<file path="src/pwcg_map.vh">
// Register map, field positions, reset values and timing counts for the
// power, wake and clock gating block. Assumes a 200 MHz device clock.
`ifndef PWCG_MAP_VH
`define PWCG_MAP_VH

// ************************************************************
// Register offsets
// ************************************************************
`define PWCG_OFF_MODE_STATUS 8'h32
`define PWCG_OFF_EVENT_EN 8'h34
`define PWCG_OFF_SLEEP_DELAY 8'h36
`define PWCG_OFF_CLK_GATE 8'h38

// ************************************************************
// Field positions and reset values
// ************************************************************
`define PWCG_BIT_WAKE_FRAME 5
`define PWCG_BIT_MAGIC 4
`define PWCG_BIT_LINK_UP 3
`define PWCG_BIT_ENERGY 2
`define PWCG_BIT_POLARITY 4
`define PWCG_BIT_SW_AUTO 3
`define PWCG_BIT_CPU_AUTO 2
`define PWCG_MODE_NORMAL 2'h0
`define PWCG_MODE_ENERGY 2'h1
`define PWCG_MODE_SOFT_PD 2'h2
`define PWCG_MODE_CLEAR_KEY 4'h1
`define PWCG_RST_SLEEP_DELAY 8'h8E

// ************************************************************
// Timing: clock in MHz, times as printed, cycle counts derived
// ************************************************************
`define PWCG_CLK_MHZ 200
`define PWCG_UNIT_MS 20
`define PWCG_UNIT_CYC (`PWCG_UNIT_MS * 1000 * `PWCG_CLK_MHZ)
`define PWCG_WAIT0_MS 5300
`define PWCG_WAIT1_MS 1600
`define PWCG_WAIT2_MS 1
`define PWCG_WAIT3_NS 3200
`define PWCG_WAIT0_CYC (`PWCG_WAIT0_MS * 1000 * `PWCG_CLK_MHZ)
`define PWCG_WAIT1_CYC (`PWCG_WAIT1_MS * 1000 * `PWCG_CLK_MHZ)
`define PWCG_WAIT2_CYC (`PWCG_WAIT2_MS * 1000 * `PWCG_CLK_MHZ)
`define PWCG_WAIT3_CYC (`PWCG_WAIT3_NS * `PWCG_CLK_MHZ / 1000)

`endif

</file>
<file path="src/pwcg_idle_timer.v">
// Idle timer: counts cycles of continuous inactivity and flags expiry.
// Assumes activity and limit are synchronous to mclk.
`timescale 1ns/1ps

module pwcg_idle_timer (
  // Clock and reset
  input wire mclk,
  input wire arst_n,
  // Control
  input wire busy,
  input wire [31:0] limit,
  // Result
  output reg expired
);

  reg [31:0] count;

  // Restart on activity; saturate once the limit is reached
  always @(posedge mclk or negedge arst_n) begin
    if (!arst_n) begin
      count <= 32'h0;
      expired <= 1'b0;
    end else if (busy) begin
      count <= 32'h0;
      expired <= 1'b0;
    end else if (count < limit) begin
      count <= count + 32'h1;
    end else begin
      expired <= 1'b1;
    end
  end

endmodule // pwcg_idle_timer

</file>
<file path="src/pwcg_top.v">
// Power management, wake events and clock tree gating.
// Assumes a 16-bit synchronous register port and event pulses on mclk.
`timescale 1ns/1ps
`include "pwcg_map.vh"

module pwcg_top #(
  parameter UNIT_CYC = `PWCG_UNIT_CYC,
  parameter WAIT0_CYC = `PWCG_WAIT0_CYC,
  parameter WAIT1_CYC = `PWCG_WAIT1_CYC,
  parameter WAIT2_CYC = `PWCG_WAIT2_CYC
) (
  // Clock and reset
  input wire mclk,
  input wire arst_n,
  // Register port
  input wire reg_wr,
  input wire reg_rd,
  input wire [7:0] reg_addr,
  input wire [15:0] reg_wdata,
  output reg [15:0] reg_rdata,
  // Wake events from ports and host queue unit
  input wire wake_frame_det,
  input wire magic_packet_det,
  input wire link_up_det,
  input wire energy_det,
  // Activity monitors
  input wire mii_busy,
  input wire host_busy,
  // Outputs
  output reg power_event_pin,
  output reg [1:0] power_mode,
  output reg low_power_state,
  output reg switch_clk_en,
  output reg cpu_clk_en
);

  // ************************************************************
  // Registers
  // ************************************************************
  reg [5:2] wake_status;
  reg [4:0] event_enable;
  reg [7:0] sleep_delay;
  reg [4:0] clk_gate_ctrl;

  wire wr_mode = reg_wr && (reg_addr == `PWCG_OFF_MODE_STATUS);
  wire wr_en = reg_wr && (reg_addr == `PWCG_OFF_EVENT_EN);
  wire wr_sleep = reg_wr && (reg_addr == `PWCG_OFF_SLEEP_DELAY);
  wire wr_gate = reg_wr && (reg_addr == `PWCG_OFF_CLK_GATE);

  // Clear key wins over the mode write; the same write also clears status bit 2 by W1C
  wire mode_clear = wr_mode && (reg_wdata[5:2] == `PWCG_MODE_CLEAR_KEY);

  // ************************************************************
  // Sticky wake status; a new event wins over a same-cycle clear
  // ************************************************************
  wire [5:2] events = {wake_frame_det, magic_packet_det, link_up_det, energy_det};
  wire [5:2] w1c = wr_mode ? reg_wdata[5:2] : 4'h0;

  always @(posedge mclk or negedge arst_n) begin
    if (!arst_n) begin
      wake_status <= 4'h0;
    end else begin
      wake_status <= (wake_status & ~w1c) | events;
    end
  end

  // Mode field and other writable controls
  always @(posedge mclk or negedge arst_n) begin
    if (!arst_n) begin
      power_mode <= `PWCG_MODE_NORMAL;
      event_enable <= 5'h0;
      sleep_delay <= `PWCG_RST_SLEEP_DELAY;
      clk_gate_ctrl <= 5'h0;
    end else begin
      if (mode_clear) begin
        power_mode <= `PWCG_MODE_NORMAL;
      end else if (wr_mode) begin
        power_mode <= reg_wdata[1:0];
      end
      if (wr_en) begin
        event_enable <= reg_wdata[4:0];
      end
      if (wr_sleep) begin
        sleep_delay <= reg_wdata[7:0];
      end
      if (wr_gate) begin
        clk_gate_ctrl <= reg_wdata[4:0];
      end
    end
  end

  // ************************************************************
  // Read path, registered; unmapped offsets read zero
  // ************************************************************
  always @(posedge mclk or negedge arst_n) begin
    if (!arst_n) begin
      reg_rdata <= 16'h0;
    end else if (reg_rd) begin
      case (reg_addr)
        `PWCG_OFF_MODE_STATUS: reg_rdata <= {10'h0, wake_status, power_mode};
        `PWCG_OFF_EVENT_EN: reg_rdata <= {11'h0, event_enable};
        `PWCG_OFF_SLEEP_DELAY: reg_rdata <= {8'h0, sleep_delay};
        `PWCG_OFF_CLK_GATE: reg_rdata <= {11'h0, clk_gate_ctrl};
        default: reg_rdata <= 16'h0;
      endcase
    end
  end

  // ************************************************************
  // Power event pin
  // ************************************************************
  // Enable bits 3..0 line up with status bits 5..2
  wire pme_active = |(wake_status & event_enable[3:0]);

  always @(posedge mclk or negedge arst_n) begin
    if (!arst_n) begin
      power_event_pin <= 1'b1; // Inactive for default active-low polarity
    end else begin
      power_event_pin <= pme_active ~^ event_enable[`PWCG_BIT_POLARITY];
    end
  end

  // ************************************************************
  // Go-sleep timer for energy detect mode
  // ************************************************************
  // Unit divider gives one pulse per 20 ms of continuous no-energy
  reg [31:0] unit_cnt;
  reg [7:0] unit_total;
  wire unit_tick = (unit_cnt == UNIT_CYC - 1);
  wire in_energy_mode = (power_mode == `PWCG_MODE_ENERGY);

  always @(posedge mclk or negedge arst_n) begin
    if (!arst_n) begin
      unit_cnt <= 32'h0;
      unit_total <= 8'h0;
      low_power_state <= 1'b0;
    end else if (!in_energy_mode || energy_det) begin
      unit_cnt <= 32'h0;
      unit_total <= 8'h0;
      low_power_state <= 1'b0;
    end else if (unit_total >= sleep_delay) begin
      low_power_state <= 1'b1;
    end else if (unit_tick) begin
      unit_cnt <= 32'h0;
      unit_total <= unit_total + 8'h1;
    end else begin
      unit_cnt <= unit_cnt + 32'h1;
    end
  end

  // ************************************************************
  // Clock tree gating
  // ************************************************************
  // Wait period lookup; used for both gates
  function [31:0] wait_cycles;
    input [1:0] sel;
    begin
      case (sel)
        2'h0: wait_cycles = WAIT0_CYC;
        2'h1: wait_cycles = WAIT1_CYC;
        2'h2: wait_cycles = WAIT2_CYC;
        default: wait_cycles = `PWCG_WAIT3_CYC;
      endcase
    end
  endfunction

  wire [31:0] wait_limit = wait_cycles(clk_gate_ctrl[1:0]);
  wire sw_idle;
  wire cpu_idle;

  pwcg_idle_timer u_sw_timer (
    .mclk(mclk),
    .arst_n(arst_n),
    .busy(mii_busy),
    .limit(wait_limit),
    .expired(sw_idle)
  );

  pwcg_idle_timer u_cpu_timer (
    .mclk(mclk),
    .arst_n(arst_n),
    .busy(mii_busy | host_busy),
    .limit(wait_limit),
    .expired(cpu_idle)
  );

  // Activity restarts a clock on the same edge that clears the timer
  always @(posedge mclk or negedge arst_n) begin
    if (!arst_n) begin
      switch_clk_en <= 1'b1;
      cpu_clk_en <= 1'b1;
    end else begin
      switch_clk_en <= !(clk_gate_ctrl[`PWCG_BIT_SW_AUTO] && sw_idle
        && !mii_busy);
      cpu_clk_en <= !(clk_gate_ctrl[`PWCG_BIT_CPU_AUTO] && cpu_idle
        && !mii_busy && !host_busy);
    end
  end

endmodule // pwcg_top

</file>
<file path="config.mk">
export PLATFORM = sky130hd
export DESIGN_NAME = pwcg_top
export DESIGN_NICKNAME = d
export VERILOG_FILES = /design/src/pwcg_idle_timer.v /design/src/pwcg_top.v
export VERILOG_INCLUDE_DIRS = /design/src
export SDC_FILE = /design/constraint.sdc
export NUM_CORES = 1
export LEC_CHECK = 0
export BUFFER_PORTS_ARGS = -buffer_cell sky130_fd_sc_hd__buf_2
export CAP_MARGIN = 30
export CORE_MARGIN = 1
export CORE_UTILIZATION = 47
export CTS_CLUSTER_SIZE = 24
export DETAILED_ROUTE_END_ITERATION = 12
export PLACE_DENSITY = 0.73
export RECOVER_POWER = 50
export SKIP_CTS_REPAIR_TIMING = 1
export SYNTH_ARGS = -nofsm -noshare
export SYNTH_HDL_FRONTEND = slang
export SYNTH_HIERARCHICAL = 1
export SYNTH_SLANG_ARGS = --single-unit
</file>
<file path="constraint.sdc">
create_clock -name mclk -period 3.7 [get_ports mclk]
set_input_delay 0.74 -clock mclk [delete_from_list [all_inputs] [get_ports mclk]]
set_output_delay 0.74 -clock mclk [all_outputs]
set_load 0.01 [all_outputs]
</file>
### Word level (Yosys, flattened, before mapping)

Cells that the tools add are included.

| storage, ports and cells | value |
|---|---|
| output and inout port bits | 22 |
| register bits after elaboration | 150 |
| bits of input ports | 34 |
| logic and storage cells | 86 |

| cells by class | value |
|---|---|
| reductions and logical operators | 24 |
| $lt $le $gt $ge | 3 |
| bitwise operators | 6 |
| eq/ne operators | 12 |
| muxes and demuxes | 21 |
| add/sub/neg operators | 4 |

Operators by type and width:

| cell | number |
|---|---|
| 2-to-1 mux 32 bit | 7 |
| adder 32 x 1 -> 32 bit (second input constant) | 3 |
| case mux 30 bit (3 select lines) | 1 |
| < comparator 32 x 30 -> 1 bit | 2 |
| == test 32 x 22 -> 1 bit (second input constant) | 1 |
| == test 8 x 6 -> 1 bit (second input constant) | 4 |
| case mux 8 bit (4 select lines) | 1 |
| 2-to-1 mux 8 bit | 3 |
| logical AND 1 bit | 10 |
| nonzero test 2 bit | 5 |
| adder 8 x 1 -> 8 bit (second input constant) | 1 |
| AND 4 bit | 2 |
| greater-or-equal comparator 8 bit | 1 |
| 2-to-1 mux 1 bit | 6 |
| zero test 1 bit | 5 |
| == test 2 x 1 -> 1 bit (second input constant) | 2 |
| == test 4 x 1 -> 1 bit (second input constant) | 1 |
| 2-to-1 mux 2 bit | 2 |
| 2-to-1 mux 4 bit | 1 |
| != test 2 bit (second input constant) | 2 |
| inverter 4 bit | 1 |
| OR 4 bit | 1 |
| OR reduction 4 bit | 1 |
| == test 2 bit (second input constant) | 1 |
| other kinds (6) | 6 |

### Longest topological paths before layout

| depth | value |
|---|---|
| word-level depth | 6 |
| depth in mapped cells | 12 |
| gate-level depth less buffers | 10 |

### Modules after synthesis

Netlist, hierarchy kept.

By module, submodules not included:

| module | times used | sequential area each (um^2) | cells each | area each (um^2) |
|---|---|---|---|---|
| pwcg_idle_timer | 2 | 825.8 | 320 | 2710.1 |
| pwcg_top | 1 | 1910.6 | 482 | 4394.2 |

### Least setup slack after synthesis

No wires, ideal clock.

| path | value |
|---|---|
| path type | register -> register |
| start | register clk_gate_ctrl[1] |
| end | register u_cpu_timer.count[29] |
| setup slack | 845 ps |
| arrival time | 2730 ps |
| required time | 3575 ps |
| cell stages (with the launch flop) | 11 |
| clock period less this slack | 2855 ps |
| library setup time | 125 ps |
| cells stage by stage | dfrtp_1 nor2_1 inv_1 ha_1 a21o_1 a21o_1 a21oi_4 nand2_1 clkbuf_1 nor4_1 mux2_2 |

| on the way | value |
|---|---|
| cells in the longest elaborated chain, start to end | 4 |
| elaborated cells between the ends (all ways) | 6 |
| those cells by class | order compare (1); eq/ne (2); mux (1); reduce/logical (2) |

RTL lines:

| item | RTL line | RTL |
|---|---|---|
| start, declared | pwcg_top.v:43 | `reg [4:0] clk_gate_ctrl;` |
| start signal, assigned | pwcg_top.v:87 | `clk_gate_ctrl <= reg_wdata[4:0];` |
| == test 2 bit, or another cell as far along | pwcg_top.v:158 | `case (sel)` |
| case mux 30 bit (3 select lines) * | pwcg_top.v:158 |  |
| via wait_limit[18] | pwcg_top.v:167 | `wire [31:0] wait_limit = wait_cycles(clk_gate_ctrl[1:0]);` |
| < comparator 32 x 30 -> 1 bit * | pwcg_idle_timer.v:26 | `end else if (count < limit) begin` |
| nonzero test 2 bit (no source line) * | - |  |
| end signal, assigned | pwcg_idle_timer.v:27 | `count <= count + 32'h1;` |
| end, declared | pwcg_idle_timer.v:16 | `reg [31:0] count;` |

Mark *: on every way through the listed nets, which the timed path passes. The rest lies on a longest branch.
A chain may end at the register's enable or synchronous reset.

### Worst setup path in the final report

| path | value |
|---|---|
| start | register clk_gate_ctrl[1] |
| end | register u_cpu_timer.count[6] |

Same word-level chain as after synthesis.

==> results.json <==
{
  "status": "finished, violations left",
  "violations": "capacitance limit, slew limit",
  "nFillCells": 1800,
  "clock_latency_ns": 0.44,
  "startpoint_type": "register",
  "clock_skew_ns": 0.00923,
  "synth_edf_count": 0,
  "wl_mm": 23.4,
  "post-route-min-period_ns": 3.30,
  "cts.clk_slew.worst_paths_ns": 0.07,
  "cap_violations": 2,
  "grt.overflow.total": 0,
  "worstSetupEndpointType": "register",
  "syn_avg_cell_area_um2": 8.75,
  "whs_ns": 0.430,
  "fin_tns_setup_ns": 0,
  "worstPathMaxFanout": 34,
  "ys.flop_type": "dfrtp_1",
  "drt-initial-drc-count": 605,
  "hpwlAfterDp_mm": 16.2,
  "final.period_utilization": 0.892,
  "grt_pass1_wl_mm": 40.1,
  "avgRoutedWirePerCell_um": 16.1,
  "critPathArrivalTime_ns": 3.65,
  "die_h_um": 147,
  "grt_usage": 0.227,
  "synth-seq-area-share": 0.363,
  "final_common_cell": "dfrtp_1",
  "top_usage_layer": "met2",
  "clock_sinks": 142,
  "via_count": 8712,
  "synth_cell_types": 66,
  "root_buffer": "clkbuf_16",
  "yosysWarnings": 6,
  "finalHoldViolations": 0,
  "synth_area_um2": 9810,
  "gp_congestion": 0.850,
  "gr-usage-met2": 0.365,
  "final_cell_mix": "dfrtp_1 (135), a21oi_1 (113), inv_1 (96)",
  "grt_pass1_vias": 8235,
  "num_rows": 52,
  "start_util": 0.482,
  "final_max_slew_viol_count": 111,
  "antenna_left": 0,
  "gr-usage-met1": 0.310,
  "core_um2": 20400,
  "cts_made_buffers": 17,
  "area.growth.synth_to_final_pct": 11.2,
  "worst-slew-pin-transition_ns": 1.82,
  "clock_path_buffers": 2,
  "die_area_um2": 21500,
  "synthCells": 1122,
  "final_layout_size_suffix_gt1_frac": 0.126,
  "cts_tree": "yes",
  "htreeDepth": 4,
  "leakage_nw": 4.70,
  "synth-seq-cells": 142,
  "die_w_um": 147,
  "peakVddDrop_v": 0.000208,
  "drc": 0,
  "rsz0062_at_grt": "false",
  "io_pins": 56,
  "async_flop_share": 1.00,
  "fmax_mhz": 303,
  "drtPass1Iterations": 5,
  "p_per_area_nw_per_um2": 328,
  "antenna_found_initial": 0,
  "critPathRequiredTime_ns": 4.05,
  "grt_max_degree": 73,
  "setup_viol": 0,
  "timing.slew.headroom": -0.214,
  "crit_type": "reg -> reg",
  "use_met3": 0.0391,
  "antenna_cells": 0,
  "port_buffers": 39,
  "worstHoldPathType": "reg -> reg",
  "via_per_inst": 6.00,
  "nets": 1278
}
Yosys cell counts (6+ instances only):
library cell  instances  area share
a21o_1               11      0.0084
a21oi_1             113       0.058
buf_4                10      0.0076
a22oi_1               6      0.0046
inv_1                96       0.037
or4_1                56       0.043
ha_1                 74       0.094
mux2_2               23       0.026
nor3_1               18      0.0092
and4_1                9      0.0080
and2_1                9      0.0057
nor2b_1               9      0.0057
nand3_1              68       0.035
o21ai_0              33       0.017
and3_1               26       0.017
clkbuf_1             34       0.013
o22ai_1              17       0.011
o21a_1                6      0.0046
buf_2                13      0.0066
dfstp_2               7       0.019
a22o_1               11      0.0098
o31ai_1              54       0.041
dfrtp_1             135        0.34
nor2_1               38       0.015
or3_1                29       0.018
nor4_1               10      0.0064
nand2_1              95       0.036
nor4_2                6      0.0076
nand4_1              34       0.022
critical path, cell delays in order, from the launching register on:
cell and delay (ns):
dfrtp_1 0.47, inv_1 0.17, nor2_1 0.13, buf_4 0.18
inv_1 0.06, ha_1 0.31, a21oi_1 0.16, o21bai_1 0.09
a2111oi_2 0.44, o2bb2ai_4 0.28, buf_12 0.25, or4_1 0.51
a21oi_1 0.17
metal layers:
| layer | up-vias | routed length (um) |
|---|---|---|
| met5 | - | 0 |
| met1 | 4228 | 11100 |
| met4 | 0 | 380 |
| met3 | 32 | 872 |
| met2 | 188 | 11000 |
| li1 | 4264 | - |
path summary, 6_finish.rpt:
| check | start | end | slack (ns) | cells past startpoint |
|---|---|---|---|---|
| hold / removal | u_sw_timer/expired$_DFFE_PN0P_ | switch_clk_en$_DFF_PN1_ | 0.43 | 1 |
| setup reg to reg | clk_gate_ctrl[1]$_DFFE_PN0P_ | u_cpu_timer/count[6]$_DFFE_PN0P_ | 0.40 | 12 |
| min in group asynchronous | arst_n | reg_rdata[7]$_DFFE_PN0P_ | 0.78 | 1 |
| max in group asynchronous | arst_n | u_sw_timer/count[16]$_DFFE_PN0P_ | 0.97 | 2 |
| setup / recovery | clk_gate_ctrl[1]$_DFFE_PN0P_ | u_cpu_timer/count[6]$_DFFE_PN0P_ | 0.40 | 12 |
| hold reg to reg | u_sw_timer/expired$_DFFE_PN0P_ | switch_clk_en$_DFF_PN1_ | 0.43 | 1 |
stage by stage:
step / setup WS, ns / area, um^2 / power (mW) / utilization / cells
after floorplan: 0.845 / 9920 / 1.81 / - / 1151
after global placement: 0.475 / 10400 / 1.94 / 0.510 / 1421
after detailed placement: 0.427 / 10400 / 1.95 / 0.510 / 1421
after CTS: 0.383 / 10900 / 3.60 / 0.537 / 1453
after global routing: 0.133 / 10900 / 3.70 / 0.536 / 1453
final: 0.401 / 10900 / 3.58 / 0.536 / 1453
cells by family (layout without fill, tap and decap cells):
family / count (synthesis) / in the layout / share of synthesized area
AO/OA/AOI/OAI: 286 / 286 / 0.191
XOR/XNOR: 1 / 1 / 0.000893
adder cells (fa/ha/maj): 74 / 74 / 0.0943
buffers and inverters: 160 / 192 / 0.0697
flip-flops: 142 / 142 / 0.363
multiplexers: 27 / 27 / 0.0307
other: 1 / 30 / 0.000382
AND/OR/NAND/NOR: 431 / 431 / 0.250
final cells by class:
class / instances / area, um^2 / area share
clock inverters: 14 / 123 / 0.0112
inverters: 96 / 360 / 0.0330
flip-flops and latches: 142 / 3560 / 0.326
repair buffers: 64 / 374 / 0.0343
clock buffers: 18 / 439 / 0.0403
multi-input cells: 849 / 5710 / 0.524
well taps: 270 / 338 / 0.0310
power by group:
part,switching (mW),internal [mW],total [mW],leakage [nW]
Combinational,0.223,0.102,0.325,2.51
Sequential,0.0173,1.57,1.59,1.92
Clock,0.761,0.899,1.66,0.270
Total,1.00,2.57,3.58,4.70
sequential cells by signal (all words and copies together), names as in the netlist:
signal               cells
reg_rdata                8
u_sw_timer/count        32
wake_status              4
low_power_state          1
cpu_clk_en               1
u_cpu_timer/count       32
clk_gate_ctrl            5
sleep_delay              8
power_event_pin          1
unit_cnt                32
event_enable             5
switch_clk_en            1
power_mode               2
unit_total               8
u_sw_timer/expired       1
u_cpu_timer/expired      1
(Power assumes the default switching activity.)
